### src/verilog/act_defines.svh
// Purpose: offsets, field positions, reset values and timing counts of the
//          conversion timing block
// Assumes: included by bare name from every file that needs it
// Notes:   definitions only
`ifndef ACT_DEFINES_SVH
`define ACT_DEFINES_SVH

// Register byte offsets
`define ACT_OFF_CTL1    8'h00
`define ACT_OFF_CTL2    8'h04
`define ACT_OFF_INTDLY  8'h08
`define ACT_OFF_STAT    8'h0c
`define ACT_OFF_MASK    8'h10
`define ACT_OFF_FORCE   8'h14
`define ACT_OFF_STATUS  8'h18
`define ACT_OFF_INTSEL  8'h1c
// Upper address bits of the per-slot window and result banks
`define ACT_BANK_WIN    2'h1
`define ACT_BANK_RES    2'h2

// Field positions of converter_control_one
`define ACT_CTL1_IEOC   0
`define ACT_CTL1_DMA    1
`define ACT_CTL1_SCR    2
// Field positions of the sticky status and mask registers
`define ACT_ST_CINT     0
`define ACT_ST_LAT      1

// Reset values
`define ACT_CTL2_RST    4'h0
`define ACT_STAT_RST    2'h0
`define ACT_RES_RST     12'h000

// Timing counts in system clock cycles, plus the divider codes they depend on
`define ACT_EOC_BASE0   10'h00f
`define ACT_EOC_BASE1   10'h00e
`define ACT_LAT_GAP     10'h005
`define ACT_LAT_QCODE   4'h3
`define ACT_LAT_QUIRK   10'h003
`define ACT_RATIO_CODE  4'h2
`define ACT_RATIO_MIN   10'h002

`endif

### src/verilog/act_pkg.sv
// Purpose: shared types of the conversion timing block
// Assumes: nothing
// Notes:   numbers live in act_defines.svh
package act_pkg;
	typedef logic [3:0] act_slot_t;
	typedef enum logic [1:0] {
		ACT_IDLE     = 2'b00,
		ACT_SAMPLE   = 2'b01,
		ACT_WAIT_EOC = 2'b10
	} act_state_t;
endpackage

### src/verilog/act_tmr_if.sv
// Purpose: start, load and done of one delay timer
// Assumes: all signals on the system clock
// Notes:   done is combinational inside the timer
`timescale 1ns/100ps
interface act_tmr_if #(parameter int W = 9);
	logic         start;
	logic [W-1:0] load;
	logic         done;
	modport ctl (output start, output load, input done);
	modport tmr (input start, input load, output done);
endinterface

### src/verilog/act_dly_timer.sv
// Purpose: one-shot delay, done rises load+1 cycles after the start cycle
// Assumes: start is a one-cycle pulse on clk
// Notes:   a start while running restarts the count
`timescale 1ns/100ps
module act_dly_timer #(parameter int W = 9) (
	input wire logic clk,
	input wire logic rst,
	act_tmr_if.tmr   t
);
	logic [W-1:0] cnt_r;
	logic         run_r;

	// Count down to zero, then fall idle
	always_ff @(posedge clk) begin
		if (rst) begin
			run_r <= 1'b0;
			cnt_r <= '0;
		end else if (t.start) begin
			run_r <= 1'b1;
			cnt_r <= t.load;
		end else if (run_r) begin
			if (cnt_r == '0) begin
				run_r <= 1'b0;
			end else begin
				cnt_r <= cnt_r - 1'b1;
			end
		end
	end

	assign t.done = run_r && (cnt_r == '0);
endmodule

### src/verilog/act_conv_timing.sv
// Purpose: sequencing and timing of sample windows, result latch,
//          end of conversion, interrupt flag and DMA trigger
// Assumes: CONV_DATA comes from the converter core on CORE_CLK
// Notes:   registers on a strobe port; read data stand one cycle late
// Behaviour
// - Sample window stays open programmed count plus one clock cycles.
// - Every slot keeps its own sample window count.
// - Result read before latch time returns the earlier conversion value.
// - Next window may start once end-of-conversion delay has passed.
// - With interrupt at conversion end set, flag rises with end of conversion.
// - Otherwise, with zero delay, flag rises one cycle after window end.
// - Otherwise a nonzero delay field postpones the flag by that many cycles.
// - DMA trigger at latch time when selected, else with the flag.
// - Without cap reset, delays 15/20 at code 0 up to 128/133.
// - With cap reset, 14/19 at code 0 up to 119/124; half steps.
// - Sixteen slots, each with its own addressable result register.
//
// Our own choices: the address map and the strobed register port.
`timescale 1ns/100ps
`include "act_defines.svh"
module act_conv_timing #(
	parameter int WIN_W = 9,
	parameter int DLY_W = 8
) (
	input  wire logic              CORE_CLK,
	input  wire logic              SYS_RST,
	input  wire logic [7:0]        REG_ADDR,
	input  wire logic [31:0]       REG_WDATA,
	input  wire logic              REG_WR,
	input  wire logic              REG_RD,
	output logic [31:0]            REG_RDATA,
	input  wire logic [11:0]       CONV_DATA,
	output logic                   SH_OPEN,
	output logic                   EOC_PULSE,
	output logic                   INT_EVENT,
	output logic                   DMA_TRIG,
	output logic                   CONV_IRQ,
	output logic                   BUSY,
	output act_pkg::act_slot_t     CUR_SLOT
);
	import act_pkg::*;

	localparam int TMR_W = DLY_W + 1;

	////////////////////////////////////////////////////////////////////////////
	// Declarations
	logic                ieoc_r;
	logic                dma_sel_r;
	logic                scr_r;
	logic [3:0]          presc_r;
	logic [DLY_W-1:0]    int_off_r;
	logic [1:0]          stat_r;
	logic [1:0]          mask_r;
	act_slot_t           int_src_r;
	logic [15:0]         pend_r;
	logic [WIN_W-1:0]    win_r [16];
	logic [11:0]         res_r [16];
	act_state_t          st_r;
	logic [WIN_W-1:0]    sh_cnt_r;
	act_slot_t           cur_r;
	act_slot_t           rr_r;
	act_slot_t           eoc_slot_r;
	act_slot_t           lat_slot_r [2];
	logic                lat_pp_r;
	logic [31:0]         rdata_r;
	logic                sh_open_r;
	logic                eoc_pulse_r;
	logic                int_evt_r;
	logic                dma_r;
	logic                irq_r;
	logic                busy_r;
	act_slot_t           slot_out_r;
	logic                is_win;
	logic                is_res;
	act_slot_t           rslot;
	logic                stat_wr;
	logic                force_wr;
	logic                pick_ok;
	act_slot_t           pick_slot;
	logic                start_now;
	logic                win_end;
	logic                eoc_done;
	logic [1:0]          lat_done;
	logic                lat_src;
	logic                cint_set;
	logic                dma_now;
	logic [1:0]          stat_nxt;
	logic [15:0]         pend_nxt;
	logic [9:0]          h2_w;
	logic [9:0]          eoc_w;
	logic [9:0]          lat_w;
	logic [31:0]         rd_mux;
	logic [11:0]         rd_res_w;

	act_tmr_if #(.W(TMR_W)) tmr_if [4] ();

	////////////////////////////////////////////////////////////////////////////
	// Address decode
	assign is_win   = (REG_ADDR[7:6] == `ACT_BANK_WIN);
	assign is_res   = (REG_ADDR[7:6] == `ACT_BANK_RES);
	assign rslot    = REG_ADDR[5:2];
	assign stat_wr  = REG_WR && (REG_ADDR == `ACT_OFF_STAT);
	assign force_wr = REG_WR && (REG_ADDR == `ACT_OFF_FORCE);
	assign rd_res_w = res_r[rslot];

	// Control registers written by software
	always_ff @(posedge CORE_CLK) begin
		if (SYS_RST) begin
			ieoc_r    <= 1'b0;
			dma_sel_r <= 1'b0;
			scr_r     <= 1'b0;
			presc_r   <= `ACT_CTL2_RST;
			int_off_r <= '0;
			mask_r    <= `ACT_STAT_RST;
			int_src_r <= '0;
		end else if (REG_WR) begin
			unique case (REG_ADDR)
				`ACT_OFF_CTL1: begin
					ieoc_r    <= REG_WDATA[`ACT_CTL1_IEOC];
					dma_sel_r <= REG_WDATA[`ACT_CTL1_DMA];
					scr_r     <= REG_WDATA[`ACT_CTL1_SCR];
				end
				`ACT_OFF_CTL2:   presc_r   <= REG_WDATA[3:0];
				`ACT_OFF_INTDLY: int_off_r <= REG_WDATA[DLY_W-1:0];
				`ACT_OFF_MASK:   mask_r    <= REG_WDATA[1:0];
				`ACT_OFF_INTSEL: int_src_r <= REG_WDATA[3:0];
				default: ;
			endcase
		end
	end

	// One window count per slot, so slots may sample for different lengths
	always_ff @(posedge CORE_CLK) begin
		if (SYS_RST) begin
			for (int i = 0; i < 16; i++) begin
				win_r[i] <= '0;
			end
		end else if (REG_WR && is_win) begin
			win_r[rslot] <= REG_WDATA[WIN_W-1:0];
		end
	end

	////////////////////////////////////////////////////////////////////////////
	// Delay table: twice the prescale ratio, codes 0 and 1 both run at ratio 1
	always_comb begin
		h2_w = `ACT_RATIO_MIN;
		if (presc_r >= `ACT_RATIO_CODE) begin
			h2_w = {6'h00, presc_r} + `ACT_RATIO_MIN;
		end
		// Half-cycle ratios round the end-of-conversion count up
		eoc_w = (((scr_r ? `ACT_EOC_BASE1 : `ACT_EOC_BASE0) * h2_w) + 10'h001) >> 1;
		lat_w = eoc_w + `ACT_LAT_GAP;
		// Ratio 2.5 without cap reset latches three cycles later than the rest
		if (!scr_r && (presc_r == `ACT_LAT_QCODE)) begin
			lat_w = eoc_w + `ACT_LAT_GAP + `ACT_LAT_QUIRK;
		end
	end

	////////////////////////////////////////////////////////////////////////////
	// Pending slots and round-robin pick
	always_comb begin
		pick_ok   = 1'b0;
		pick_slot = rr_r;
		for (int i = 0; i < 16; i++) begin
			if (!pick_ok && pend_r[4'(rr_r + 4'(i))]) begin
				pick_ok   = 1'b1;
				pick_slot = 4'(rr_r + 4'(i));
			end
		end
	end

	assign start_now = pick_ok && ((st_r == ACT_IDLE) || ((st_r == ACT_WAIT_EOC) && eoc_done));
	assign win_end   = (st_r == ACT_SAMPLE) && (sh_cnt_r == '0);

	// A force that lands on the slot being taken stays pending
	always_comb begin
		pend_nxt = pend_r;
		if (start_now) begin
			pend_nxt[pick_slot] = 1'b0;
		end
		if (force_wr) begin
			pend_nxt = pend_nxt | REG_WDATA[15:0];
		end
	end

	always_ff @(posedge CORE_CLK) begin
		if (SYS_RST) begin
			pend_r <= '0;
		end else begin
			pend_r <= pend_nxt;
		end
	end

	////////////////////////////////////////////////////////////////////////////
	// Sequencer: sample window, then wait for end of conversion
	always_ff @(posedge CORE_CLK) begin
		if (SYS_RST) begin
			st_r      <= ACT_IDLE;
			sh_cnt_r  <= '0;
			cur_r     <= '0;
			rr_r      <= '0;
			sh_open_r <= 1'b0;
		end else begin
			unique case (st_r)
				ACT_SAMPLE: begin
					if (sh_cnt_r == '0) begin
						st_r      <= ACT_WAIT_EOC;
						sh_open_r <= 1'b0;
					end else begin
						sh_cnt_r <= sh_cnt_r - 1'b1;
					end
				end
				ACT_IDLE, ACT_WAIT_EOC: begin
					// The previous result need not be latched yet
					if (start_now) begin
						st_r      <= ACT_SAMPLE;
						sh_cnt_r  <= win_r[pick_slot];
						cur_r     <= pick_slot;
						rr_r      <= 4'(pick_slot + 4'h1);
						sh_open_r <= 1'b1;
					end else if (eoc_done || (st_r == ACT_IDLE)) begin
						st_r <= ACT_IDLE;
					end
				end
				default: st_r <= ACT_IDLE;
			endcase
		end
	end

	////////////////////////////////////////////////////////////////////////////
	// Timers: 0 end of conversion, 1 delayed flag, 2 and 3 latch ping-pong.
	// Two latch lanes because a short window can end before the last latch.
	for (genvar g = 0; g < 4; g++) begin : g_tmr
		act_dly_timer #(.W(TMR_W)) u_tmr (
			.clk (CORE_CLK),
			.rst (SYS_RST),
			.t   (tmr_if[g])
		);
	end

	assign tmr_if[0].start = win_end;
	assign tmr_if[0].load  = TMR_W'(eoc_w - 10'h001);
	assign tmr_if[1].start = win_end && !ieoc_r && (cur_r == int_src_r);
	assign tmr_if[1].load  = TMR_W'(int_off_r);
	assign tmr_if[2].start = win_end && !lat_pp_r;
	assign tmr_if[2].load  = TMR_W'(lat_w - 10'h001);
	assign tmr_if[3].start = win_end && lat_pp_r;
	assign tmr_if[3].load  = TMR_W'(lat_w - 10'h001);

	assign eoc_done    = tmr_if[0].done;
	assign lat_done[0] = tmr_if[2].done;
	assign lat_done[1] = tmr_if[3].done;

	// Remember which slot the end-of-conversion and latch delays belong to
	always_ff @(posedge CORE_CLK) begin
		if (SYS_RST) begin
			eoc_slot_r    <= '0;
			lat_slot_r[0] <= '0;
			lat_slot_r[1] <= '0;
			lat_pp_r      <= 1'b0;
		end else if (win_end) begin
			eoc_slot_r           <= cur_r;
			lat_slot_r[lat_pp_r] <= cur_r;
			lat_pp_r             <= !lat_pp_r;
		end
	end

	// Results change only at latch time, so earlier reads see the old value
	always_ff @(posedge CORE_CLK) begin
		if (SYS_RST) begin
			for (int i = 0; i < 16; i++) begin
				res_r[i] <= `ACT_RES_RST;
			end
		end else begin
			for (int k = 0; k < 2; k++) begin
				if (lat_done[k]) begin
					res_r[lat_slot_r[k]] <= CONV_DATA;
				end
			end
		end
	end

	////////////////////////////////////////////////////////////////////////////
	// Flag placement and DMA trigger
	assign lat_src  = (lat_done[0] && (lat_slot_r[0] == int_src_r)) ||
	                  (lat_done[1] && (lat_slot_r[1] == int_src_r));
	assign cint_set = ieoc_r ? (eoc_done && (eoc_slot_r == int_src_r))
	                         : tmr_if[1].done;
	assign dma_now  = dma_sel_r ? lat_src : cint_set;

	// Sticky status; a new event beats a clear in the same cycle
	always_comb begin
		stat_nxt = stat_r;
		if (stat_wr) begin
			stat_nxt = stat_r & ~REG_WDATA[1:0];
		end
		stat_nxt[`ACT_ST_CINT] = stat_nxt[`ACT_ST_CINT] | cint_set;
		stat_nxt[`ACT_ST_LAT]  = stat_nxt[`ACT_ST_LAT] | (|lat_done);
	end

	always_ff @(posedge CORE_CLK) begin
		if (SYS_RST) begin
			stat_r <= `ACT_STAT_RST;
		end else begin
			stat_r <= stat_nxt;
		end
	end

	// Registered outputs
	always_ff @(posedge CORE_CLK) begin
		if (SYS_RST) begin
			eoc_pulse_r <= 1'b0;
			int_evt_r   <= 1'b0;
			dma_r       <= 1'b0;
			irq_r       <= 1'b0;
			busy_r      <= 1'b0;
			slot_out_r  <= '0;
		end else begin
			eoc_pulse_r <= eoc_done;
			int_evt_r   <= cint_set;
			dma_r       <= dma_now;
			irq_r       <= |(stat_r & mask_r);
			busy_r      <= (st_r != ACT_IDLE) || (|pend_r);
			slot_out_r  <= cur_r;
		end
	end

	////////////////////////////////////////////////////////////////////////////
	// Read path; unmapped addresses read zero
	always_comb begin
		rd_mux = 32'h0000_0000;
		if (is_win) begin
			rd_mux = 32'(win_r[rslot]);
		end else if (is_res) begin
			rd_mux = {20'h00000, rd_res_w};
		end else begin
			unique case (REG_ADDR)
				`ACT_OFF_CTL1:   rd_mux = {29'h0, scr_r, dma_sel_r, ieoc_r};
				`ACT_OFF_CTL2:   rd_mux = {28'h0, presc_r};
				`ACT_OFF_INTDLY: rd_mux = 32'(int_off_r);
				`ACT_OFF_STAT:   rd_mux = {30'h0, stat_r};
				`ACT_OFF_MASK:   rd_mux = {30'h0, mask_r};
				`ACT_OFF_FORCE:  rd_mux = {16'h0, pend_r};
				`ACT_OFF_STATUS: rd_mux = {24'h0, cur_r, 2'h0, st_r};
				`ACT_OFF_INTSEL: rd_mux = {28'h0, int_src_r};
				default:         rd_mux = 32'h0000_0000;
			endcase
		end
	end

	// Data stand only in the cycle after the read strobe
	always_ff @(posedge CORE_CLK) begin
		if (SYS_RST) begin
			rdata_r <= 32'h0000_0000;
		end else begin
			rdata_r <= REG_RD ? rd_mux : 32'h0000_0000;
		end
	end

	assign REG_RDATA = rdata_r;
	assign SH_OPEN   = sh_open_r;
	assign EOC_PULSE = eoc_pulse_r;
	assign INT_EVENT = int_evt_r;
	assign DMA_TRIG  = dma_r;
	assign CONV_IRQ  = irq_r;
	assign BUSY      = busy_r;
	assign CUR_SLOT  = slot_out_r;

	////////////////////////////////////////////////////////////////////////////
	// Checks
	logic [WIN_W:0]   sh_seen_r;
	logic [WIN_W-1:0] cur_win_r;

	always_ff @(posedge CORE_CLK) begin
		if (SYS_RST) begin
			sh_seen_r <= '0;
			cur_win_r <= '0;
		end else begin
			sh_seen_r <= sh_open_r ? sh_seen_r + 1'b1 : '0;
			if (start_now) begin
				cur_win_r <= win_r[pick_slot];
			end
		end
	end

	a_sh_window_len: assert property (@(posedge CORE_CLK) disable iff (SYS_RST)
		$fell(sh_open_r) |-> sh_seen_r == ({1'b0, cur_win_r} + 1'b1))
		else $error("sample window length differs from count plus one");

	a_slot_own_win: assert property (@(posedge CORE_CLK) disable iff (SYS_RST)
		start_now && !REG_WR |=> sh_cnt_r == win_r[cur_r])
		else $error("window not loaded from the chosen slot");

	a_result_old_val: assert property (@(posedge CORE_CLK) disable iff (SYS_RST)
		REG_RD && is_res |=> REG_RDATA == {20'h00000, $past(rd_res_w)})
		else $error("result read does not return the stored value");

	a_next_win_start: assert property (@(posedge CORE_CLK) disable iff (SYS_RST)
		(st_r == ACT_WAIT_EOC) && eoc_done && pick_ok |=> SH_OPEN)
		else $error("next window did not open at end of conversion");

	a_flag_at_eoc: assert property (@(posedge CORE_CLK) disable iff (SYS_RST)
		ieoc_r && eoc_done && (eoc_slot_r == int_src_r) |=> INT_EVENT && EOC_PULSE)
		else $error("flag not aligned with end of conversion");

	a_flag_early: assert property (@(posedge CORE_CLK) disable iff (SYS_RST)
		win_end && !ieoc_r && (int_off_r == '0) && (cur_r == int_src_r) ##1 !ieoc_r
		|=> INT_EVENT)
		else $error("early flag not one cycle after window end");

	a_flag_delayed: assert property (@(posedge CORE_CLK) disable iff (SYS_RST)
		win_end && !ieoc_r && (int_off_r == DLY_W'(2)) && (cur_r == int_src_r)
		|-> ##1 (!ieoc_r && !INT_EVENT)[*3] ##1 INT_EVENT)
		else $error("delayed flag not postponed by two cycles");

	a_dma_at_latch: assert property (@(posedge CORE_CLK) disable iff (SYS_RST)
		dma_sel_r && lat_src |=> DMA_TRIG && stat_r[`ACT_ST_LAT])
		else $error("DMA trigger missed the latch time");

	a_eoc_code15: assert property (@(posedge CORE_CLK) disable iff (SYS_RST)
		win_end && !scr_r && (presc_r == 4'hf) |-> ##129 EOC_PULSE)
		else $error("end of conversion not 128 cycles after window");

	a_eoc_scr_code0: assert property (@(posedge CORE_CLK) disable iff (SYS_RST)
		win_end && scr_r && (presc_r == 4'h0) |-> ##15 EOC_PULSE)
		else $error("end of conversion not 14 cycles with cap reset");

	a_flag_sticky: assert property (@(posedge CORE_CLK) disable iff (SYS_RST)
		stat_r[`ACT_ST_CINT] && !(stat_wr && REG_WDATA[`ACT_ST_CINT]) |=> stat_r[`ACT_ST_CINT])
		else $error("conversion flag dropped without a clear");
endmodule

### config.mk
export PLATFORM = sky130hd
export DESIGN_NAME = act_conv_timing
export DESIGN_NICKNAME = d
export VERILOG_FILES = /design/src/verilog/act_pkg.sv /design/src/verilog/act_tmr_if.sv /design/src/verilog/act_dly_timer.sv /design/src/verilog/act_conv_timing.sv
export VERILOG_INCLUDE_DIRS = /design/src /design/src/verilog
export SDC_FILE = /design/constraint.sdc
export NUM_CORES = 1
export LEC_CHECK = 0
export ABC_AREA = 1
export BUFFER_PORTS_ARGS = -buffer_cell sky130_fd_sc_hd__buf_2
export CORE_MARGIN = 2
export CORE_UTILIZATION = 60
export CTS_CLUSTER_SIZE = 14
export DETAILED_ROUTE_END_ITERATION = 10
export PLACE_DENSITY_LB_ADDON = 0.2
export SLEW_MARGIN = 25
export SYNTH_ARGS = -nofsm -noshare
export SYNTH_HDL_FRONTEND = slang
export SYNTH_HIERARCHICAL = 1
export SYNTH_SLANG_ARGS = --single-unit
### constraint.sdc
create_clock -name CORE_CLK -period 7.3 [get_ports CORE_CLK]
set_clock_uncertainty 0.05 [all_clocks]
set_input_delay 1.46 -clock CORE_CLK [delete_from_list [all_inputs] [get_ports CORE_CLK]]
set_output_delay 1.46 -clock CORE_CLK [all_outputs]
set_load 0.03 [all_outputs]
# == Word level (Yosys, flattened, before mapping) ==
# Memory sizes are Yosys's and may differ from the RTL's.
# Cells that the tools add are included.
# word_totals
regBits,129
ram_bits,344
inputBits,56
output_inout_bits,42
elab_cells,349
mem_count,3
# classes
n_addsub,27
multipliers,1
n_lt_le_gt_ge,19
n_eq_ne,24
mux,136
bitwise,10
n_reduce_logical,95
# mem_list
memory,words,word_bits,read_ports,rd_ports_with_merged_regs,wr,line,source
res_r,16,12,1,0,16,act_conv_timing.sv:57,logic [11:0] res_r [16];
win_r,16,9,2,0,16,act_conv_timing.sv:56,logic [WIN_W-1:0] win_r [16];
lat_slot_r,2,4,2,0,2,act_conv_timing.sv:63,act_slot_t lat_slot_r [2];
# op_table
operator,n
$pmux 16 s8,1
$mux 9,14
$lt 4x5->1 const B,17
$mux 4,19
$mux 1,69
$bmux 1 s4,16
$sub 9x1->9 const B,7
$logic_not 9->1,5
$mux 12,3
$logic_and 1x1->1,34
$add 4x4->4 const B,8
$eq 8x5->1 const B,4
$mux 16,2
$mux 8,3
$reduce_and 2->1,12
$reduce_or 12->1,2
$logic_not 1->1,18
$pmux 9 s2,1
$add 4x3->4 const B,4
$and 16x16->16,1
$eq 4x4->1,4
$eq 8x4->1 const B,2
$not 16->16,1
$or 16x16->16,1
other kinds (35),64

# == Logic depth before layout (Yosys ltp) ==
# Gate-level depths: netlist (run 1).
# logic_depth
word_depth,57
depth_mapped,39
mapped_depth_nobuf,37

# == By module ==
# The synthesis (run 1) kept the hierarchy.
# modules_own_cells
module,instances,cells_per_inst,area_per_inst_um2,seq_area_each_um2
act_conv_timing,1,2876,23761.5,12111.6
act_dly_timer,4,102,623.1,200.2

# == Worst setup path before layout (run 1) ==
# No wires, ideal clock.
# synth_timing
kind,register -> register
from,register presc_r[1]
to,register g_tmr[2].u_tmr.cnt_r[7]
setup_time_ns,0.070
arrival_time_ns,4.539
t_required_ns,7.180
path_slack_ns,2.641
path_stages_with_launch,22
n_path_buf,0
period_less_slack_ns,4.659
cell_sequence,dfxtp_1 -> ha_1 -> fa_1 -> inv_1 -> fa_1 -> inv_1 -> ha_1 -> a21oi_1 -> o21ai_0 -> xor2_1 -> inv_1 -> ha_1 -> nand4_1 -> nand2_1 -> nor4_1 -> xor2_1 -> nor3b_1 -> xor2_1 -> nand2_1 -> nand2_1 -> nand2_1 -> a21oi_1
# synth_between
elab_chain_cells,9
elab_cells_between_ends,12
classes_between,5 x add/sub; 1 x mul; 1 x order compare; 1 x eq/ne; 3 x mux; 1 x reduce/logical
# synth_rtl
element,line,source
from (decl),act_conv_timing.sv:50,logic [3:0] presc_r;
from (signal assigned),act_conv_timing.sv:112,presc_r <= `ACT_CTL2_RST;
from (signal assigned),act_conv_timing.sv:123,`ACT_OFF_CTL2: presc_r <= REG_WDATA[3:0];
$add 4x2->5 (no line) / $ge 4x2->1 (equally long branches),n/a,
$mux 5,act_conv_timing.sv:147,if (presc_r >= `ACT_RATIO_CODE) begin
$mul 4x10->10,act_conv_timing.sv:151,eoc_w = (((scr_r ? `ACT_EOC_BASE1 : `ACT_EOC_BASE0) * h2_w) + 10'h001) >> 1;
$add 10x1->10,act_conv_timing.sv:151,
$add 9x3->9 (no line),n/a,
$add 9x2->9 (no line),n/a,
$mux 9 *,act_conv_timing.sv:154,if (!scr_r && (presc_r == `ACT_LAT_QCODE)) begin
$sub 9x1->9 *,act_conv_timing.sv:246,assign tmr_if[2].load = TMR_W'(lat_w - 10'h001);
via tmr_if[2].load[7],act_tmr_if.sv:7,logic [W-1:0] load;
$mux 9 *,act_dly_timer.sv:18,end else if (t.start) begin
to (signal assigned),act_dly_timer.sv:20,cnt_r <= t.load;
to (signal assigned),act_dly_timer.sv:25,cnt_r <= cnt_r - 1'b1;
to (decl),act_dly_timer.sv:10,logic [W-1:0] cnt_r;
# Mark *: on every way through the listed nets, which the timed path passes. The rest lies on a longest branch.
# A chain may end at the register's enable or synchronous reset.

# == Worst setup path in the final report (run 1) ==
# layout_timing
from,register rr_r[1]
to,register sh_cnt_r[2]
# layout_between
elab_chain_cells,51
elab_cells_between_ends,114
classes_between,15 x add/sub; 1 x eq/ne; 65 x mux; 32 x reduce/logical; 1 x memory
# layout_rtl
element,line,source
from (decl),act_conv_timing.sv:61,act_slot_t rr_r;
from (signal assigned),act_conv_timing.sv:219,rr_r <= 4'(pick_slot + 4'h1);
"parallel branches: the longest is 51 deep, another holds $add 4x1->4",n/a,
to (signal assigned),act_conv_timing.sv:210,sh_cnt_r <= sh_cnt_r - 1'b1;
to (signal assigned),act_conv_timing.sv:217,sh_cnt_r <= win_r[pick_slot];
to (decl),act_conv_timing.sv:59,logic [WIN_W-1:0] sh_cnt_r;
# Several ways; the timed one is not identified. The select of a mux whose other input is x is not followed.

==> results of run 1 <==
cells in the mapped netlist (3+ instances only):
| cell type | number | share of area |
|---|---|---|
| a221oi_1 | 20 | 0.0067 |
| clkinv_1 | 3 | 0.00043 |
| a21oi_1 | 123 | 0.023 |
| edfxtp_1 | 344 | 0.39 |
| dfxtp_1 | 129 | 0.098 |
| a21oi_4 | 5 | 0.0031 |
| inv_2 | 7 | 0.0010 |
| clkbuf_1 | 126 | 0.018 |
| xor2_1 | 27 | 0.0090 |
| buf_4 | 29 | 0.0083 |
| nand2_2 | 16 | 0.0038 |
| o22ai_1 | 9 | 0.0021 |
| o21ai_0 | 157 | 0.030 |
| a22o_1 | 8 | 0.0027 |
| fa_1 | 6 | 0.0046 |
| inv_1 | 268 | 0.038 |
| a211oi_1 | 5 | 0.0014 |
| xnor2_1 | 17 | 0.0057 |
| nor2_1 | 478 | 0.068 |
| nand2_1 | 845 | 0.12 |
| nor3b_1 | 6 | 0.0017 |
| a32o_1 | 10 | 0.0038 |
| nor2_4 | 7 | 0.0030 |
| or2_2 | 4 | 0.00095 |
| o211ai_1 | 27 | 0.0077 |
| nand4_1 | 29 | 0.0069 |
| a31oi_1 | 10 | 0.0024 |
| ha_1 | 38 | 0.018 |
| buf_2 | 19 | 0.0036 |
| nand3_1 | 345 | 0.066 |
| o221ai_1 | 6 | 0.0020 |
| o21ai_1 | 17 | 0.0032 |
| nor2_2 | 5 | 0.0012 |
| buf_1 | 7 | 0.0010 |
| nor3_1 | 19 | 0.0036 |
| a22oi_1 | 74 | 0.021 |
| nor4_1 | 4 | 0.00095 |
| nand3_2 | 7 | 0.0027 |
routing by layer:
metal | global-route usage | vias to the layer above | routed length (um)
met5 | 0 | - | 0
met2 | 0.5494 | 1302 | 35910
met3 | 0.06854 | 239 | 8181
li1 | - | 10940 | -
met1 | 0.4410 | 10760 | 29400
met4 | 0.1774 | 0 | 3959
stage by stage:
stage	setup WS (ns)	hold WS, ns	cells
2_1_floorplan	2.641	0.3918	3300
3_3_place_gp	1.901	0.4047	3788
5_1_grt	1.284	0.4353	3880
6_report	1.669	0.4181	3881
3_5_place_dp	1.806	0.4110	3788
4_1_cts	1.774	0.4200	3879
state kept, by name (all words and copies together), names as in the netlist, 2 cells and up:
signal             count
win_r                144
mask_r                 2
cur_r                  4
lat_slot_r             8
int_src_r              4
res_r                192
stat_r                 2
sh_cnt_r               9
g_tmr.u_tmr/cnt_r     36
int_off_r              8
st_r                   2
rr_r                   4
g_tmr.u_tmr/run_r      4
eoc_slot_r             4
REG_RDATA             16
presc_r                4
CUR_SLOT               4
pend_r                16
worst max-delay path: cells and delay by family, from the launching register on:
kind	cells	cell delay (ns)
AOI/OAI and AO/OA	1	0.15
DFF	1	0.31
adders and majority gates	1	0.28
and+or+nand+nor	23	3.44
buffers and inverters	5	1.28
how the worst max path moves through the flow:
stage                           from                      end  slack [ns]  cells after the start
after global placement       rr_r[1]              sh_cnt_r[3]        1.90                     30
after floorplan           presc_r[1]  g_tmr[2].u_tmr/cnt_r[7]        2.64                     21
after detailed placement     rr_r[1]              sh_cnt_r[0]        1.81                     30
after global routing         rr_r[1]              sh_cnt_r[2]        1.28                     30
final                        rr_r[1]              sh_cnt_r[2]        1.67                     30
after CTS                    rr_r[1]              sh_cnt_r[0]        1.77                     30
final cells by class:
type	instances	area, sq um
diodes	1	2.502
clock buffers	68	1328
clock inverters	23	209.0
fillers	3699	14870
inverters	279	1050
multi-input cells	2363	11540
flip-flops and latches	473	12910
well taps	585	732.0
repair buffers	89	528.0
logic make-up (layout without fill, tap and decap cells):
family	Yosys count	count (layout)	synth area share
simple gates	1776	1776	0.2846
compound gates	482	482	0.1131
flops	473	473	0.4918
buf+inv	464	459	0.07292
fa+ha+maj	44	44	0.02269
xor+xnor	44	44	0.01468
other cells	1	18	0.0001428
power by group through the flow:
stage	registers (W)	logic, W	clock network [W]
after detailed placement	0.00324	0.00650	0
after global routing	0.00321	0.00744	0.00254
after floorplan	0.00322	0.00489	0
after CTS	0.00319	0.00653	0.00244
final	0.00319	0.00672	0.00242
after global placement	0.00323	0.00644	0
==> summary.md, run 1 <==
The core region is 43,170 sq um. The worst hold path begins at sh_cnt_r[8]. The synthesized netlist occupies a cell area of 26,250 sq um. The floorplan step set the die height to 213.2 um. The final core utilization came out at 0.6555. Data arrives at the worst endpoint at 6.12 ns.

The largest individual stage delay along the critical path comes from the cell nand2_4. The clock slew at the register clock pins of the worst setup and hold paths works out to 0.06 ns. Setup repair after global routing left no endpoint under its margin. In the routed design, unresolved DRC markers number 0.

The total of max-cap violations is 0, and the post-synthesis async set-or-reset flop share is 0. The number of failing setup endpoints in the final timing report was 0. IR analysis of the VDD net gives a maximum drop of 846.7 uV. The H-tree was split into 2 levels. Counting stages on the worst path, the most repeated cell is nand2_1.

For the post-CTS repair timing setup buffer count, the log shows 0. The root buffer cell chosen for the clock tree is clkbuf_16. The setup TNS after final layout came out at 0 ns.

The number of global-route vias before repair was 21.94k. In this run the critical register-to-register path is captured at sh_cnt_r[2]. The tools report the worst flop-to-flop path startpoint as rr_r[1]. The tools report the highest clock rate as 0.1776 GHz. The logs give 3,284 for the cell count after synthesis and 98 for the top-level I/O count. The count of cells along the worst register-to-register path was 30; the overall routing resource usage was 0.3423. The number of enable flip-flop cells after synthesis is 344. The deepest clock path buffer count was 3.

TritonCTS built the clock tree. The largest single stage delay on the critical path is 0.50 ns. The count of nets left with antenna violations once routing finished came out at 0.

The run gives 0.4918 as the sequential share of the synthesized area. Detailed placement ended at an HPWL of 52.38 mm. The tools report the pin count of the biggest net entering global routing as 76. The number of hold buffers added after CTS was 0. The run gives 0.6081 as the starting utilization of the core area. The tools report the nature of the critical path endpoint as a flop. For this design the static power due to leakage is 11.87 nW. The tools report the type of origin of the critical path as a flop. The global-route wire length before repair came out at 119.6 mm.

Fraction of power consumed by the clock network: 0.196. The internal cell power was 0.006243 W. The worst setup path is of the reg -> reg kind.

The pin slew with the least headroom to its limit was 1.004 ns; the net total in the final layout was 3,355. The worst max-slew margin expressed relative to the limit was 0.3304; the Yosys warning count was 6. The final-report hold violation count came out at 0.

For the sequential fraction of design power, the log shows 0.259. The tools report the minimum setup slack among reg-to-reg paths as 1.67 ns. Buffers placed on the I/O ports in this run total 65. The clock reaches the later pin of the worst-skew pair after 0.63 ns. The flow ran to the end, and the final reports show no timing, DRC or antenna violations.

The number of vias per cell after detailed routing is 5.989. Overall power consumption after layout is estimated at 0.01234 W. The number of CTS-inserted buffers is 49. Final cell area excluding filler cells: 28,300 sq um.

For the switching power summed over all nets, the log shows 0.006096 W. The initial detailed-routing violation count came out at 3,012. The weighted congestion at the end of routability-driven global placement is 0.9898. The total power per unit cell area came out at 436.0 nW/um^2.

After detailed placement, the total cell area comes to 26,740 sq um. For this run, the leading register cell type out of synthesis is edfxtp_1. The switching share of power is 0.4940. The worst endpoint required time was 7.79 ns; the row count was 76. The path with the worst hold slack has its endpoint at sh_cnt_r[8]. For the count of different cell masters after synthesis, the log shows 58. In the layout the commonest cells are nand2_1, nor2_1, nand3_1. Relative to the synthesized area, the layout overhead comes to 7.792%. The synthesized area per cell works out to 7.994 sq um. Largest fanout of any net on the critical path: 60.

The average wire length per cell after detail routing works out to 19.96 um. The total congestion overflow after global routing is 0. The length of the first detailed-routing pass in iterations is 6. Commonest non-fill, non-tap cell in the layout: nand2_1. The combinational group share of total power was 0.545.

For this block, the routed nets add up to 77.45 mm of wire. The chip width was 213.2 um. The post-route minimum period was 5.631 ns.

The max-slew violation total from the final report is 0, and the fraction of final layout cells with drive strength greater than 1 is 0.06768. Once the clock tree was built, the resizer swapped 0 gates to a different size. The register bit count reported by yosys works out to 473. The worst hold path stage count works out to 2. Total number of clock tree sinks: 473. The run gives 23.24k as the count of vias placed by the detailed router.

The initial antenna violation count is 3, and the post-route clock period utilization is 0.7714. The worst hold path belongs to the class reg -> reg. The die covers 45,450 sq um.
Power figures use the tool's default switching activity.
==> inputs of run 2 (changes only) <==
==> constraint.sdc (replaced) <==
create_clock -name CORE_CLK -period 5.65 [get_ports CORE_CLK]
set_clock_uncertainty 0.05 [all_clocks]
set_input_delay 1.13 -clock CORE_CLK [delete_from_list [all_inputs] [get_ports CORE_CLK]]
set_output_delay 1.13 -clock CORE_CLK [all_outputs]
set_load 0.03 [all_outputs]
==> summary.md, run 2 (same netlist as run 1, synthesis figures left out) <==
The flow ran to the end, and the final reports show no timing, DRC or antenna violations. Number of vias per cell after detailed routing: 6.037 (+0.79%). The area of combinational cells with multiple inputs was 11,540 sq um (about the same); the max-slew violation total from the final report was 0 (unchanged). For the net total in the final layout, the log shows 3,365 (+0.30%).

The logs give 45,450 sq um (unchanged) for the area of the die and 0 (unchanged) for the count of antenna-violating nets left after detailed routing. For the total power consumption of the routed design, the log shows 0.01641 W (+33%). The clock insertion delay at the later pin of the skew report was 0.63 ns (about the same). For the overall routing resource usage, the log shows 0.3434 (+0.001163). The nature of the critical path endpoint was a flop. The number of buffers added on ports came out at 65 (unchanged).

The clock slew at the register clock pins of the worst setup and hold paths is 0.06 ns (about the same). TritonCTS built the clock tree. Post-route clock period utilization: 0.9288 (+0.1574). In this run the clock root is driven by a clkbuf_16.

In this design, the critical path's most frequently occurring cell is nand2_1. The final HPWL from detailed placement was 52.30 mm (-0.16%). The pin slew with the least headroom to its limit is 0.9712 ns (-0.03327 ns), and the total length of routed wires is 77.58 mm (+0.16%). The global-route wire length before repair was 119.4 mm (-0.17%); the starting utilization of the core area was 0.6081 (unchanged). The pin count of the biggest net entering global routing came out at 85 (+12%). The post-route minimum period is 5.248 ns (-0.3835 ns).

The setup TNS after final layout is 0 ns (unchanged), and the total power per unit cell area is 574.7 nW/um^2 (+32%). In the layout the commonest cells are nand2_1, nor2_1, nand3_1. The tools report the total number of clock tree sinks as 473 (unchanged). The tools report the area taken by flip-flops and latches as 12,910 sq um (unchanged). For the initial antenna violation count, the log shows 1 (-2). The flip-flop count of the largest register, all copies and words added is 192 (unchanged).

The library cell used most frequently in the layout, excluding fill and tap cells, is nand2_1. The deepest clock path buffer count was 3 (unchanged). The logs give 6.14 ns (-1.65 ns) for the worst endpoint required time and 0.1906 GHz (+7.3%) for the highest clock rate.

The largest incremental delay on the critical path is 0.46 ns (-0.04 ns). The tools report the total congestion overflow after global routing as 0 (unchanged). The total of max-cap violations was 0 (unchanged); the floorplan die height was 213.2 um (unchanged).

The average wire length per cell after detail routing came out at 19.93 um (-0.12%). The path class of the tightest hold or removal check is reg -> reg. The logs give 5.74 ns (-0.38 ns) for the endpoint arrival time on the critical path and 0.4206 ns (+0.002474 ns) for the worst-case hold slack. The type of origin of the critical path was a flop. The reported leakage power was 12.02 nW (+1.2%); the chip width was 213.2 um (unchanged).

The largest fanout of any net on the critical path was 64 (+6.7%). Minimum setup slack among reg-to-reg paths: 0.40 ns (-1.27 ns). The length of the first detailed-routing pass in iterations is 7 (+1), and the highest ir drop seen on vdd is 2293 uV (+170%). The total of fill cells in the finished design is 3,694 (-0.14%). The row count was 76 (unchanged). For the count of vias placed by the detailed router, the log shows 23.50k (+1.1%). The critical path class is reg -> reg. The weighted congestion at the end of routability-driven global placement was 0.9919 (+0.21%); the layout overhead on the synthesized area was 8.778%. The top-level I/O count was 98 (unchanged). The tools report the number of global-route vias before repair as 21.98k (+0.18%).

The number of failing setup endpoints in the final timing report is 0 (unchanged), and the number of antenna repair diodes is 0 (-1). The top register by number of flip-flops is res_r. The largest registers in the layout are res_r (192), win_r (144), g_tmr.u_tmr/cnt_r (36). The run gives 0 (unchanged) as the number of design rule violations left after detail routing.

On the critical path the largest part of the delay comes from simple AND/OR/NAND/NOR gates. The core region area is 43,170 sq um (unchanged), and the initial detailed-routing violation count is 2,602 (-14%). The number of CTS-inserted buffers is 50 (+2.0%), and the number of buffer and inverter stages on the critical path is 3 (-2).

The run gives 2 (unchanged) as the number of levels in the clock H-tree. The logs give 0 (unchanged) for the final-report hold violation count and 0.3518 (+0.02148) for the worst max-slew margin expressed relative to the limit. Setup repair after global routing left no endpoint under its margin. The fraction of final layout cells with drive strength greater than 1 came out at 0.07439 (+0.006709).

Among all stages on the critical path, the largest delay is contributed by inv_1.
[run 2: cell types whose count changed in the layout (fill, tap and decap cells not counted), sizes merged]
cell / before / now
clkbuf: 68 / 57
buf: 89 / 98
clkinv: 21 / 30
bufinv: 2 / 5
inv: 277 / 279
diode: 1 / 0
[run 2: timing repair]
action,4_1_cts,5_1_grt
setup endpoints to repair,0,2
gates resized for setup,0,1
hold buffers,0,0
buffers inserted,0,1
[run 2: worst paths after layout]
path / endpoint / start / cells after the start
worst max-delay path: sh_cnt_r[5] / rr_r[0] / 28
worst min register to register: sh_cnt_r[8] / sh_cnt_r[8] / 2
worst max register to register: sh_cnt_r[5] / rr_r[0] / 28
worst min-delay path: sh_cnt_r[8] / sh_cnt_r[8] / 2
[run 2: final cells by class]
cell class | instances | area share
multi-input cells | 2363 | 0.4040
inverters | 279 | 0.03676
clock buffers | 57 | 0.04622
repair buffers | 98 | 0.02234
well taps | 585 | 0.02563
flip-flops and latches | 473 | 0.4521
clock inverters | 37 | 0.01292
[run 2: where the power goes]
part / internal [W] / switching (W) / total (W)
Combinational: 0.00247 / 0.00646 / 0.00893
Clock: 0.00192 / 0.00144 / 0.00336
Sequential: 0.00395 / 0.000170 / 0.00412
[run 2: worst min-delay path, cell delays in order, from the launching register on]
cell and delay, ns:
dfxtp_1 0.31, nand2_1 0.06, a21oi_1 0.05
[run 2: through the flow]
stage / util / area [sq um] / instances / worst slack, ns
6_report: 0.6615 / 28560 / 3892 / 0.4022
5_1_grt: 0.6615 / 28560 / 3892 / 0.000009326
4_1_cts: 0.6612 / 28540 / 3891 / 0.2968
3_5_place_dp: 0.6221 / 26860 / 3797 / 0.3515
3_3_place_gp: 0.6219 / 26850 / 3797 / 0.3781
2_1_floorplan: - / 26310 / 3300 / 0.9915
[run 2: per-layer routing]
layer  part of all wire  vias to the layer above  global-route usage
met4              0.051                        0              0.1631
li1                   -                    10970                   -
met3               0.10                      260             0.06780
met1               0.38                    10950              0.4450
met5                  0                        -                   0
met2               0.47                     1319              0.5566
